==> src/acc_pkg.sv <==
package acc_pkg;
  // ----------------------------------------
  // Register map
  // ----------------------------------------
  localparam logic [7:0]  ACC_CTRL_OFS   = 8'h00;
  localparam logic [7:0]  ACC_SETUP_OFS  = 8'h04;
  localparam logic [7:0]  ACC_STATUS_OFS = 8'h20;
  localparam logic [7:0]  ACC_UPPER_OFS  = 8'h24;
  localparam logic [7:0]  ACC_LOWER_OFS  = 8'h28;
  localparam logic [7:0]  ACC_OFFSET_OFS = 8'h18;
  // ----------------------------------------
  // Control, setup and status bit positions
  // ----------------------------------------
  localparam int ACC_ON_BIT    = 0;
  localparam int ACC_CALIBRATION_ENABLE_BIT = 1;
  localparam int ACC_START_BIT = 2;
  localparam int ACC_STOP_BIT  = 4;
  localparam int ACC_COMP_BIT  = 5;
  localparam int ACC_RSTC_BIT  = 6;
  localparam int ACC_AUTO_BIT  = 7;
  localparam int ACC_MIC_BIT   = 8;
  localparam int ACC_DMA_BIT   = 9;
  localparam int ACC_SKIP_BIT  = 18;
  localparam int ACC_HIT_BIT   = 0;
  localparam int ACC_CONT_BIT  = 11;
  // ----------------------------------------
  // Reset values
  // ----------------------------------------
  localparam logic [9:0]  ACC_CTRL_RST   = 10'h000;
  localparam logic [31:0] ACC_SETUP_RST  = 32'h0000000c;
  localparam logic [31:0] ACC_UPPER_RST  = 32'hffffffff;
  localparam logic [31:0] ACC_LOWER_RST  = 32'h00000000;
  localparam logic [31:0] ACC_OFFSET_RST = 32'h00000000;
  // ----------------------------------------
  // Channel selector codes
  // ----------------------------------------
  typedef enum logic [2:0] {
    ACC_CH_OPEN  = 3'h0,
    ACC_CH_PIN2  = 3'h1,
    ACC_CH_PIN1  = 3'h2,
    ACC_CH_DIFF  = 3'h3,
    ACC_CH_TEMP  = 3'h4,
    ACC_CH_BATT  = 3'h5,
    ACC_CH_SHORT = 3'h6
  } acc_chan_t;
  // Switch vector: {pos_pin1, pos_vref, neg_pin2, neg_vref, neg_temp, neg_batt}
  localparam logic [5:0] ACC_SW_OPEN  = 6'h00;
  localparam logic [5:0] ACC_SW_PIN2  = 6'h12;
  localparam logic [5:0] ACC_SW_PIN1  = 6'h24;
  localparam logic [5:0] ACC_SW_DIFF  = 6'h28;
  localparam logic [5:0] ACC_SW_TEMP  = 6'h11;
  localparam logic [5:0] ACC_SW_BATT  = 6'h11;
  localparam logic [5:0] ACC_SW_SHORT = 6'h14;
  localparam logic [1:0] ACC_NEG_TEMP = 2'h2;
  localparam logic [1:0] ACC_NEG_BATT = 2'h1;
endpackage

==> src/acc_control.sv <==
`timescale 1ns/1ps
// How it works
// - Stop bit ends conversion, powers down, reads zero
// - Stop clears start, power, DMA, microphone bits
// - Bit 5 enables window compare hit flag
// - Bit 6 disables calibration, self-clears, reads zero
// - Calibrate only with auto-offset and enable set
// - Bit 8 powers analogue in microphone mode
// - Codes 000, 001, 010 open or single-ended
// - Code 011 gives differential pin1 minus pin2
// - Codes 100, 101 temperature, battery versus 0.6 V
// - Code 110 shorts inputs, reset value
// - Unbypassed filter uses upper halves for results
module acc_control (
  input  wire logic        mclk_in,
  input  wire logic        rst_in,
  input  wire logic        wr_en_in,
  input  wire logic        rd_en_in,
  input  wire logic [7:0]  addr_in,
  input  wire logic [31:0] wdata_in,
  input  wire logic        conv_done_in,
  input  wire logic [15:0] conv_value_in,
  input  wire logic        cal_done_in,
  input  wire logic [15:0] cal_value_in,
  output logic      [31:0] rdata_out,
  output logic             power_on_out,
  output logic             mic_power_out,
  output logic             start_out,
  output logic             stop_out,
  output logic             cal_run_out,
  output logic             dma_req_out,
  output logic             window_hit_out,
  output logic      [5:0]  switch_out,
  output logic      [1:0]  neg_sensor_out,
  output logic             skip_out
);
  import acc_pkg::*;

  logic [9:0]  control_word;
  logic [31:0] setup_word;
  logic [31:0] upper_limit;
  logic [31:0] lower_limit;
  logic [31:0] offset_word;
  logic        window_hit_flag;
  logic        calibration_enable;
  logic        wr_ctrl;
  logic        wr_setup;
  logic        stop_req;
  logic        cal_off_req;
  logic [31:0] conv_word;
  logic        in_window;
  acc_chan_t   input_channel_selector;

  assign wr_ctrl     = wr_en_in && (addr_in == ACC_CTRL_OFS);
  assign wr_setup    = wr_en_in && (addr_in == ACC_SETUP_OFS);
  assign stop_req    = wr_ctrl && wdata_in[ACC_STOP_BIT];
  assign cal_off_req = wr_ctrl && wdata_in[ACC_RSTC_BIT];
  assign input_channel_selector = acc_chan_t'(setup_word[3:1]);
  assign calibration_enable = control_word[ACC_CALIBRATION_ENABLE_BIT];

  function automatic logic [31:0] place_half(input logic [15:0] v, input logic skip);
    place_half = skip ? {16'h0000, v} : {v, 16'h0000};
  endfunction

  assign conv_word = place_half(conv_value_in, setup_word[ACC_SKIP_BIT]);
  assign in_window = (conv_word <= upper_limit) && (conv_word >= lower_limit);

  // ----------------------------------------
  // Control register
  // ----------------------------------------
  always_ff @(posedge mclk_in) begin
    if (rst_in) begin
      control_word <= ACC_CTRL_RST;
    end else if (wr_ctrl) begin
      control_word <= wdata_in[9:0];
      control_word[ACC_STOP_BIT] <= 1'b0;
      control_word[ACC_RSTC_BIT] <= 1'b0;
      control_word[ACC_CALIBRATION_ENABLE_BIT] <= wdata_in[ACC_CALIBRATION_ENABLE_BIT] ||
                                     (calibration_enable && !wdata_in[ACC_RSTC_BIT]);
      if (wdata_in[ACC_RSTC_BIT]) begin
        control_word[ACC_CALIBRATION_ENABLE_BIT] <= 1'b0;
      end
      if (wdata_in[ACC_STOP_BIT]) begin
        control_word[ACC_START_BIT] <= 1'b0;
        control_word[ACC_ON_BIT]    <= 1'b0;
        control_word[ACC_DMA_BIT]   <= 1'b0;
        control_word[ACC_MIC_BIT]   <= 1'b0;
      end
    end else if (control_word[ACC_START_BIT] && conv_done_in && !setup_word[ACC_CONT_BIT]) begin
      control_word[ACC_START_BIT] <= 1'b0;
    end
  end

  // ----------------------------------------
  // Configuration register
  // ----------------------------------------
  always_ff @(posedge mclk_in) begin
    if (rst_in) begin
      setup_word <= ACC_SETUP_RST;
    end else if (wr_setup) begin
      setup_word <= wdata_in;
    end
  end

  // ----------------------------------------
  // Thresholds and offset
  // ----------------------------------------
  always_ff @(posedge mclk_in) begin
    if (rst_in) begin
      upper_limit <= ACC_UPPER_RST;
      lower_limit <= ACC_LOWER_RST;
    end else if (wr_en_in) begin
      if (addr_in == ACC_UPPER_OFS) begin
        upper_limit <= wdata_in;
      end
      if (addr_in == ACC_LOWER_OFS) begin
        lower_limit <= wdata_in;
      end
    end
  end

  always_ff @(posedge mclk_in) begin
    if (rst_in) begin
      offset_word <= ACC_OFFSET_RST;
    end else if (cal_done_in && cal_run_out) begin
      offset_word <= place_half(cal_value_in, setup_word[ACC_SKIP_BIT]);
    end else if (wr_en_in && addr_in == ACC_OFFSET_OFS) begin
      offset_word <= wdata_in;
    end
  end

  // ----------------------------------------
  // Window comparator flag
  // ----------------------------------------
  always_ff @(posedge mclk_in) begin
    if (rst_in) begin
      window_hit_flag <= 1'b0;
    end else if (conv_done_in && control_word[ACC_COMP_BIT] && in_window) begin
      window_hit_flag <= 1'b1;
    end else if (wr_en_in && addr_in == ACC_STATUS_OFS && wdata_in[ACC_HIT_BIT]) begin
      window_hit_flag <= 1'b0;
    end
  end

  // ----------------------------------------
  // Read mux
  // ----------------------------------------
  always_ff @(posedge mclk_in) begin
    if (rst_in) begin
      rdata_out <= 32'h00000000;
    end else if (rd_en_in) begin
      case (addr_in)
        ACC_CTRL_OFS:   rdata_out <= {22'h000000, control_word};
        ACC_SETUP_OFS:  rdata_out <= setup_word;
        ACC_STATUS_OFS: rdata_out <= {31'h00000000, window_hit_flag};
        ACC_UPPER_OFS:  rdata_out <= upper_limit;
        ACC_LOWER_OFS:  rdata_out <= lower_limit;
        ACC_OFFSET_OFS: rdata_out <= offset_word;
        default:        rdata_out <= 32'h00000000;
      endcase
    end
  end

  // ----------------------------------------
  // Analogue control outputs
  // ----------------------------------------
  always_ff @(posedge mclk_in) begin
    if (rst_in) begin
      power_on_out   <= 1'b0;
      mic_power_out  <= 1'b0;
      start_out      <= 1'b0;
      stop_out       <= 1'b0;
      cal_run_out    <= 1'b0;
      dma_req_out    <= 1'b0;
      window_hit_out <= 1'b0;
      skip_out       <= 1'b0;
    end else begin
      power_on_out   <= control_word[ACC_ON_BIT];
      mic_power_out  <= control_word[ACC_MIC_BIT];
      start_out      <= control_word[ACC_START_BIT] && control_word[ACC_ON_BIT];
      stop_out       <= stop_req;
      cal_run_out    <= control_word[ACC_AUTO_BIT] && calibration_enable;
      dma_req_out    <= conv_done_in && control_word[ACC_DMA_BIT];
      window_hit_out <= window_hit_flag;
      skip_out       <= setup_word[ACC_SKIP_BIT];
    end
  end

  // ----------------------------------------
  // Input switch matrix
  // ----------------------------------------
  always_ff @(posedge mclk_in) begin
    if (rst_in) begin
      switch_out     <= ACC_SW_SHORT;
      neg_sensor_out <= 2'h0;
    end else begin
      neg_sensor_out <= 2'h0;
      case (input_channel_selector)
        ACC_CH_OPEN:  switch_out <= ACC_SW_OPEN;
        ACC_CH_PIN2:  switch_out <= ACC_SW_PIN2;
        ACC_CH_PIN1:  switch_out <= ACC_SW_PIN1;
        ACC_CH_DIFF:  switch_out <= ACC_SW_DIFF;
        ACC_CH_TEMP: begin
          switch_out     <= ACC_SW_TEMP;
          neg_sensor_out <= ACC_NEG_TEMP;
        end
        ACC_CH_BATT: begin
          switch_out     <= ACC_SW_BATT;
          neg_sensor_out <= ACC_NEG_BATT;
        end
        ACC_CH_SHORT: switch_out <= ACC_SW_SHORT;
        default:      switch_out <= ACC_SW_OPEN;
      endcase
    end
  end
endmodule

==> config.mk <==
export PLATFORM = sky130hd
export DESIGN_NAME = acc_control
export DESIGN_NICKNAME = d
export VERILOG_FILES = /design/src/acc_pkg.sv /design/src/acc_control.sv
export SDC_FILE = /design/constraint.sdc
export NUM_CORES = 1
export LEC_CHECK = 0
export ABC_AREA = 1
export CAP_MARGIN = 20
export CORE_MARGIN = 2
export CORE_UTILIZATION = 57
export CTS_CLUSTER_DIAMETER = 60
export DETAILED_ROUTE_END_ITERATION = 8
export DONT_BUFFER_PORTS = 1
export GPL_TIMING_DRIVEN = 0
export PLACE_DENSITY_LB_ADDON = 0.1
export SLEW_MARGIN = 5
export SYNTH_ARGS = -nofsm -noshare
export SYNTH_HDL_FRONTEND = slang
export SYNTH_SLANG_ARGS = --single-unit
==> constraint.sdc <==
create_clock -name mclk_in -period 2.4 [get_ports mclk_in]
set_input_delay 0.6 -clock mclk_in [delete_from_list [all_inputs] [get_ports mclk_in]]
set_output_delay 0.6 -clock mclk_in [all_outputs]
set_load 0.02 [all_outputs]
==> qor.csv, run 1 <==
stage;metric;value;unit
run_status;outcome;finished, final reports clean;
logic_synthesis;ys_ff_latch;185;
logic_synthesis;ys_warn_count;0;
clocking;htreeDepth;4;
clocking;clockBufferDepth;2;
logic_synthesis;async_flop_share;0;%
setup_path;start_kind;register;
placed_design;dpl_worst_slack;-0.582;ns
route;drc;0;
global_routing;grt_remaining_overflow;0;
flow_run;maxCapViolations;0;
min_path;whs_path_depth;1;
logic_synthesis;synthesis.nets;1426;
die;rows;46;
clocking;numCtsBuffers;17;
setup_path;slowest_stage;dfxtp_1;
logic_synthesis;yosys_most_used_dff;dfxtp_1;
route;drt-initial-drc-count;864;
layout;area_growth;10.6;%
setup_path;critical_path_required;2.79;ns
route;ant_nets;0;
setup_path;cp-end-kind;register;
timing;max_freq;428;MHz
logic_synthesis;synth_area;0.00930;sq mm
setup_path;crit_fanout;10;
route;wl;33.7;mm
layout;fin_nets;1445;
timing;worst_pin_slew;0.898;ns
timing;period_needed;2.34;ns
logic_synthesis;synth_edf_count;0;
route;dr.pass1.iters;7;
timing;slew_violations;0;
die;core_area;0.0159;sq mm
timing;finalHoldViolCount;0;
clocking;clock_sinks;185;
power;finalPower;6.19;mW
clocking;cts_tree;done;
setup_path;crit_chain;buf_4 -> buf_8 -> buf_8 -> nor2_2 -> ha_1 -> a21oi_1 -> o21ai_0 -> nand2_1 -> nand2_1 -> a21oi_2 -> nand2_1 -> a21oi_1 -> nand2_1 -> nand2_1;
logic_synthesis;yosysSeqAreaShare;39.8;%
logic_synthesis;syn_inst;1286;
power;p_leak;4.59;nW
setup_path;critical_path_class;reg -> reg;
global_routing;grt_pass1_vias;8570;
layout;diodes;0;
placed_design;gp_congestion;1.02;
logic_synthesis;synth.top_cell.area_share;39.8;%
timing;finalCritPeriodShare;97.4;%
global_routing;grt_max_degree;17;
min_path;hold_path.class;in -> reg;
route;via_per_inst;6.01;
layout;drive_gt1_share;9.26;%
logic_synthesis;syn_area_per_cell;7.23;sq um
die;pin_count;126;
die;initial_core_util;58.3;%
layout;fillCellCount;1495;
route;vias;9212;
die;die_area;0.0174;sq mm
logic_synthesis;ys_types;36;
global_routing;grt_use_total;38.5;%
logic_synthesis;synth_top_area_cell;dfxtp_1;
timing;skew;0.0107;ns
timing;finalSetupViolCount;0;
die;die_y;132;um
setup_path;critPathMostFrequentCell;nand2_1;
logic_synthesis;synthTopCellsByArea;dfxtp_1 (40%), nand2_1 (9.6%), o21ai_0 (9.5%);
clocking;clock_latency;0.45;ns
clocking;path_clk_slew;0.07;ns
global_routing;grt_pass1_wl;50.1;mm
route;wire_per_inst;22.0;um
setup_path;reg2reg_depth;14;
setup_path;worst_path_largest_cell_delay;0.31;ns
power;p_per_area;602;mW/mm^2
global_routing;antenna_found_initial;0;
power;peakVddDrop;0.000561;V
placed_design;numPortBuffers;0;
timing;worst_slack;0.0626;ns
timing;relSlewSlack;40.1;%
die;chipWidth;132;um
setup_path;arrival;2.73;ns
placed_design;dp_hpwl;25.0;mm
clocking;cts-root-buf;clkbuf_16;
path summary, 6_finish.rpt:
| check | startpoint | endpoint | slack, ns |
|---|---|---|---|
| max | setup_word[18] | window_hit_flag | 0.06 |
| min | wdata_in[6] | control_word[1] | 0.27 |
| max reg2reg | setup_word[18] | window_hit_flag | 0.06 |
| min reg2reg | offset_word[26] | offset_word[26] | 0.46 |
cell usage in the layout, fill, tap and decap left out, types with 4 or more instances in the layout:
cell and instances:
buf_4 6, nand3_1 44, ha_1 61, dfxtp_1 185, nor3_1 8, clkinv_4 4, clkbuf_1 45, inv_1 143
o21ai_1 13, nor2_1 76, buf_6 4, o2111ai_1 12, nand2_2 21, clkbuf_16 17, nand4_1 9, inv_2 8
o21ai_0 176, a21oi_1 132, o22ai_1 4, o211ai_1 8, nand2_1 234, buf_2 15, nor2_4 10, a31oi_1 29
nor2_2 14
sequential cells by signal, summed over array words and instances, names as in the netlist:
signal	flops
cal_run_out	1
control_word	8
dma_req_out	1
lower_limit	32
mic_power_out	1
neg_sensor_out	2
offset_word	32
power_on_out	1
rdata_out	32
setup_word	32
skip_out	1
start_out	1
stop_out	1
switch_out	6
upper_limit	32
window_hit_flag	1
window_hit_out	1
synth_stat cells (2+ instances only):
cell and instances:
o22ai_1 4, nand2_2 16, o211ai_1 8, nor3_1 9, nand4_1 9, nor2_1 93, buf_2 16, dfxtp_1 185
nor2_4 7, ha_1 62, o21ai_1 13, inv_1 144, nand3_1 44, clkbuf_1 47, nand3_2 2, o2111ai_1 12
clkinv_1 3, buf_4 5, o21ai_0 176, nand2_1 239, inv_2 7, nor4_1 3, a31oi_1 29, a21oi_1 134
a32o_1 2, o21a_1 3, a221oi_1 2, o21bai_1 2, buf_6 3
per-layer routing:
metal  share of wire, %  wire length [um]  up-vias  track usage (%)
met5                  0                 0        -                0
met4                4.7              1580        0             18.0
met3                 12              4120      100             12.9
met2                 45             15100      536             61.2
met1                 38             13000     4259             47.4
li1                   -                 -     4317                -
through the flow:
| step | setup TNS, ns | cell area [sq um] | utilization, % | hold slack, ns | instances |
|---|---|---|---|---|---|
| 2_1_floorplan | 0 | 9300 | - | 0.421 | 1286 |
| 3_3_place_gp | -0.564 | 9570 | 60.0 | 0.439 | 1502 |
| 3_5_place_dp | -0.582 | 9570 | 60.0 | 0.445 | 1502 |
| 4_1_cts | 0 | 10200 | 64.1 | 0.263 | 1534 |
| 5_1_grt | -0.0135 | 10300 | 64.5 | 0.269 | 1534 |
| 6_report | 0 | 10300 | 64.5 | 0.268 | 1534 |
critical path: cells and delay by family (launching register included):
family	cells	cell delay (ns)
buf+inv	3	0.46
compound gates	4	0.58
fa+ha+maj	1	0.30
flops	1	0.31
simple gates	6	0.63
timing repair:
| action | in CTS | in global routing |
|---|---|---|
| hold buffers | 0 | 0 |
| resized for setup | 23 | 27 |
| setup endpoints to repair | 1 | 1 |
| buffers inserted | 0 | 0 |
| pin swaps | 2 | 4 |
| hold endpoints to repair | 0 | 0 |
cell families (layout without fill, tap and decap cells):
kind of cell | Yosys count | count (layout) | synth area share, %
buffers and inverters | 228 | 260 | 10.1
and+or+nand+nor | 424 | 424 | 19.4
adders and majority gates | 62 | 62 | 8.34
AOI/OAI and AO/OA | 387 | 387 | 22.3
DFF | 185 | 185 | 39.8
layout make-up:
| type | count | area, sq um | area share [%] |
|---|---|---|---|
| Buffer | 73 | 398 | 3.87 |
| Clock buffer | 22 | 464 | 4.51 |
| Clock inverter | 10 | 110 | 1.07 |
| Inverter | 155 | 584 | 5.68 |
| Multi-Input combinational cell | 873 | 4760 | 46.2 |
| Sequential cell | 185 | 3700 | 36.0 |
| Tap cell | 216 | 270 | 2.63 |
report_power, final:
group / total (mW) / switching (mW) / internal [mW]
Combinational: 0.286 / 0.208 / 0.0789
Sequential: 3.08 / 0.00583 / 3.07
Clock: 2.83 / 1.31 / 1.51
Total: 6.19 / 1.53 / 4.66
Power figures use the tool's default switching activity.
==> run 2: changes to the inputs <==
--- a/config.mk
+++ b/config.mk
@@ -9,10 +9,10 @@
 export CAP_MARGIN = 20
 export CORE_MARGIN = 2
 export CORE_UTILIZATION = 57
-export CTS_CLUSTER_DIAMETER = 60
+export CTS_BUF_LIST = sky130_fd_sc_hd__clkbuf_4
+export CTS_CLUSTER_DIAMETER = 120
 export DETAILED_ROUTE_END_ITERATION = 8
 export DONT_BUFFER_PORTS = 1
-export GPL_TIMING_DRIVEN = 0
 export PLACE_DENSITY_LB_ADDON = 0.1
 export SLEW_MARGIN = 5
 export SYNTH_ARGS = -nofsm -noshare
==> qor.csv, run 2 (same netlist as run 1, synthesis figures left out) <==
stage;metric;value;unit
clocking;post_cts_resized;0;
die;initial_core_util;58.3;%
route;ant_nets;0;
layout;final_common_cell;nand2_1;
clocking;post-cts-setup-buffers;0;
power;comb_power_share;4.3;%
placed_design;gp_congestion;0.990;
power;p_leak;4.39;nW
layout;final_cell_mix;nand2_1 (239), dfxtp_1 (185), o21ai_0 (176);
power;internal_power;3.80;mW
setup_path;cp-end-kind;register;
power;p_per_area;513;mW/mm^2
die;pin_count;126;
setup_path;critical_path_class;reg -> reg;
route;via_per_inst;5.75;
global_routing;grt_max_degree;79;
min_path;worstHoldStart;rst_in;
clocking;clock_sinks;185;
clocking;htreeDepth;4;
flow_run;maxCapViolations;0;
timing;skew;0.0155;ns
power;finalPower;5.01;mW
clocking;path_clk_slew;0.14;ns
clocking;cts_tree;done;
timing;holdWs;0.0730;ns
timing;relSlewSlack;50.0;%
clocking;clock_latency;0.59;ns
layout;drive_gt1_share;7.32;%
route;wl;28.1;mm
die;die_y;132;um
setup_path;critPathMostFrequentCell;nand2_1;
timing;finalSetupViolCount;0;
clocking;clockBufferDepth;2;
route;drt-initial-drc-count;725;
route;dr.pass1.iters;5;
layout;fillCellCount;1535;
setup_path;start_kind;register;
route;drc;0;
route;wire_per_inst;18.9;um
layout;fin_nets;1399;
layout;multi_input_area;0.00466;sq mm
power;clkPwrFrac;34.2;%
die;core_area;0.0159;sq mm
die;rows;46;
run_status;outcome;finished, final reports clean;
route;vias;8569;
global_routing;grt_use_total;32.4;%
clocking;numCtsBuffers;17;
timing;finalHoldViolCount;0;
layout;post-route-util;61.3;%
timing;slew_violations;0;
setup_path;crit_chain;buf_4 -> nor2_1 -> ha_1 -> a21oi_1 -> o21ai_0 -> nand2_1 -> nand2_1 -> a21oi_1 -> nand2_1 -> a21oi_1 -> nand2_1 -> nand2_1;
setup_path;critical_path_required;2.93;ns
setup_path;crit_fanout;25;
clocking;cts-root-buf;clkbuf_4;
setup_path;path_delay_family;simple AND/OR/NAND/NOR gates;
power;peakVddDrop;0.000333;V
timing;worst_pin_slew;0.750;ns
setup_path;slowest_stage;dfxtp_1;
layout;area_growth;5.10;%
clocking;cts_hold_buf;0;
setup_path;path_buf_inv;1;
die;die_area;0.0174;sq mm
setup_path;arrival;2.55;ns
timing;rsz0062_at_grt;no;
layout;seqCellArea;0.00370;sq mm
placed_design;dp_hpwl;20.3;mm
global_routing;grt_pass1_vias;8015;
setup_path;regToRegStartpoint;setup_word[18];
setup_path;worst_path_largest_cell_delay;0.36;ns
power;p_sw;1.21;mW
power;seqPwrFrac;61.5;%
timing;max_freq;495;MHz
global_routing;grt_remaining_overflow;0;
timing;finalCritPeriodShare;84.2;%
timing;setup-tns-final;0;ns
setup_path;cp-startpoint;setup_word[18];
die;chipWidth;132;um
placed_design;numPortBuffers;0;
min_path;hold_path.class;in -> reg;
global_routing;grt_pass1_wl;44.3;mm
global_routing;antenna_found_initial;1;
power;sw_frac_of_total;24.1;%
timing;period_needed;2.02;ns
-- run 2: cell count changes in the layout (fill, tap and decap cells not counted), sizes merged, moves of 2 or more --
cell	delta
clkbuf	-46
diode	+2
inv	-2
buf	-2
-- run 2: cell type report --
type / count / area share [%]
antenna: 2 / 0.0512
timing repair buffer: 27 / 2.84
clock inverter: 11 / 1.27
tap: 216 / 2.76
inverter: 155 / 5.98
sequential: 185 / 37.9
multi-input combinational: 873 / 47.7
clock buffer: 20 / 1.54
-- run 2: worst register-to-register path, cell delays in order (launching register included) --
cell and delay, ns:
dfxtp_1 0.36, buf_4 0.22, nor2_1 0.27, ha_1 0.32
a21oi_1 0.15, o21ai_0 0.12, nand2_1 0.08, nand2_1 0.05
a21oi_1 0.12, nand2_1 0.07, a21oi_1 0.12, nand2_1 0.06
nand2_1 0.05
-- run 2: final timing paths --
| check | depth (start not counted) | to | slack [ns] |
|---|---|---|---|
| max reg2reg | 12 | window_hit_flag | 0.38 |
| max | 12 | window_hit_flag | 0.38 |
| min | 1 | rdata_out[30] | 0.07 |
| min reg2reg | 2 | offset_word[27] | 0.46 |
-- run 2: routing by layer --
metal	global-route usage, %	wire (um)
met1	41.5	11800
met2	53.0	12900
met3	8.65	2610
met4	11.7	684
met5	0	0
-- run 2: stage by stage --
step / setup WS (ns) / cells / area, sq um
after floorplan: 0.263 / 1286 / 9300
after global placement: 0.362 / 1456 / 9500
after detailed placement: 0.352 / 1456 / 9500
after CTS: 0.383 / 1487 / 9770
after global routing: 0.245 / 1488 / 9770
final: 0.380 / 1489 / 9780
-- run 2: power by group through the flow --
stage	Sequential, mW	Combinational [mW]	Clock [mW]
6_report	3.08	0.213	1.72
5_1_grt	3.09	0.243	1.85
4_1_cts	3.08	0.211	1.74
3_5_place_dp	3.15	0.209	0
3_3_place_gp	3.15	0.206	0
2_1_floorplan	3.15	0.177	0
==> run 3: changes to the inputs <==
==> constraint.sdc (replaced) <==
create_clock -name mclk_in -period 1.6 [get_ports mclk_in]
set_input_delay 0.4 -clock mclk_in [delete_from_list [all_inputs] [get_ports mclk_in]]
set_output_delay 0.4 -clock mclk_in [all_outputs]
set_load 0.02 [all_outputs]
==> qor.csv, run 3 (same netlist as run 1, synthesis figures left out) <==
stage;metric;value;unit
run_status;outcome;finished with violations;
run_status;violations;negative hold slack, negative setup slack;
power;sw_frac_of_total;26.2;%
route;via_per_inst;5.78;
layout;fin_nets;1515;
power;finalPower;7.83;mW
setup_path;slowest_stage;dfxtp_4;
layout;area_growth;24.8;%
route;wl;30.8;mm
setup_path;crit_chain;clkbuf_16 -> nor2_4 -> ha_4 -> a21oi_1 -> o21a_1 -> nand2_1 -> a21oi_2 -> nand2_1 -> a21oi_2 -> nand2_1 -> nand2_1;
placed_design;dpl_worst_slack;-0.244;ns
timing;finalHoldViolCount;1;
power;p_leak;5.14;nW
setup_path;path_buf_inv;1;
setup_path;crit_fanout;6;
route;ant_nets;0;
min_path;worstHoldStart;rd_en_in;
route;wire_per_inst;19.2;um
clocking;clockBufferDepth;2;
setup_path;arrival;2.45;ns
setup_path;path_delay_family;compound AO/OA/AOI/OAI gates;
placed_design;place_area;0.00988;sq mm
timing;holdWs;-0.0107;ns
placed_design;numPortBuffers;0;
timing;skew;0.0182;ns
setup_path;cp-startpoint;setup_word[18];
min_path;hold_path.class;in -> reg;
power;p_sw;2.05;mW
clocking;path_clk_slew;0.16;ns
layout;final_cell_mix;nand2_1 (223), dfxtp_1 (181), o21ai_0 (167);
placed_design;gp_congestion;0.974;
setup_path;start_kind;register;
layout;final_common_cell;nand2_1;
power;clkPwrFrac;33.8;%
clocking;cts-root-buf;clkbuf_4;
route;drt-initial-drc-count;869;
layout;post-route-util;72.8;%
layout;design_area;0.0116;sq mm
setup_path;critical_path_class;reg -> reg;
die;chipWidth;132;um
global_routing;grt_pass1_vias;8749;
timing;slew_violations;0;
die;initial_core_util;58.3;%
global_routing;grt_max_degree;64;
timing;relSlewSlack;47.0;%
die;pin_count;126;
timing;worst_slack;-0.287;ns
die;core_area;0.0159;sq mm
power;internal_power;5.78;mW
clocking;htreeDepth;4;
setup_path;critPathMostFrequentCell;nand2_1;
clocking;numCtsBuffers;17;
global_routing;grt_remaining_overflow;0;
layout;drive_gt1_share;16.5;%
clocking;cts_tree;done;
power;comb_power_share;7.2;%
setup_path;worst_path_largest_cell_delay;0.43;ns
route;dr.pass1.iters;6;
power;p_per_area;675;mW/mm^2
route;drc;0;
timing;finalCritPeriodShare;118;%
flow_run;maxCapViolations;0;
power;peakVddDrop;0.000443;V
die;rows;46;
clocking;clock_latency;0.61;ns
setup_path;regToRegStartpoint;setup_word[18];
setup_path;cp-end-kind;register;
clocking;clock_sinks;185;
timing;finalSetupViolCount;1;
global_routing;antenna_found_initial;2;
global_routing;grt_pass1_wl;46.5;mm
route;vias;9281;
setup_path;critical_path_required;2.16;ns
global_routing;grt_use_total;34.2;%
timing;max_freq;530;MHz
die;die_y;132;um
die;die_area;0.0174;sq mm
power;seqPwrFrac;59.1;%
timing;period_needed;1.89;ns
timing;worst_pin_slew;0.792;ns
timing;rsz0062_at_grt;yes;
placed_design;dp_hpwl;20.8;mm
## run 3: cell types whose count changed in the layout (fill, tap and decap cells not counted), sizes merged
cell,previous run,this run
clkinv,8,11
dlygate4sd3,0,69
inv,154,157
dlymetal6s4s,0,1
clkinvlp,2,0
buf,27,70
## run 3: worst reg2reg max path: stages (launching register included)
cell	delay (ns)
dfxtp_4	0.43
clkbuf_16	0.19
nor2_4	0.14
ha_4	0.22
a21oi_1	0.17
o21a_1	0.17
nand2_1	0.07
a21oi_2	0.13
nand2_1	0.07
a21oi_2	0.13
nand2_1	0.07
nand2_1	0.05
## run 3: power groups by stage
stage          logic [mW]  registers [mW]  clock network, mW
2_1_floorplan       0.265            4.73                  0
3_3_place_gp        0.320            4.73                  0
3_5_place_dp        0.328            4.73                  0
4_1_cts             0.511            4.63               2.66
5_1_grt             0.611            4.63               2.82
6_report            0.562            4.63               2.64
## run 3: what timing repair did
item                                    in CTS  in global routing
setup buffers                                0                 13
hold buffers                                71                  2
endpoints found under the setup margin       4                 24
hold endpoints to repair                   177                  2
resized for setup                           20                120
pin swaps                                    9                 46
cloned                                       0                  3
## run 3: area by class of cell
| type | count | area (sq um) |
|---|---|---|
| multi-input cells | 873 | 5130 |
| clock buffers | 17 | 128 |
| inverters | 155 | 614 |
| fillers | 1341 | 4340 |
| diodes | 2 | 5.00 |
| flip-flops and latches | 185 | 3710 |
| well taps | 216 | 270 |
| repair buffers | 143 | 1590 |
| clock inverters | 15 | 148 |
## run 3: layer usage
metal,part of all wire [%],GRT usage (%),up-vias
li1,-,-,4469
met1,42,44.2,4314
met2,47,57.0,438
met3,8.1,6.46,60
met4,2.8,13.1,0
met5,0,0,-
## run 3: worst paths after layout
kind	slack (ns)	end	cells after the start
hold reg to reg	0.46	offset_word[27]	2
hold / removal	-0.01	rdata_out[3]	2
setup / recovery	-0.29	window_hit_flag	11
setup reg to reg	-0.29	window_hit_flag	11
## run 3: per-stage QoR
step,TNS (ns),instances,hold slack (ns)
floorplan,-0.274,1286,0.421
global placement,-0.886,1486,0.435
detailed placement,-2.02,1486,0.443
CTS,-0.213,1589,0.00354
global route,-0.430,1605,0.00547
finish,-0.287,1606,-0.0107
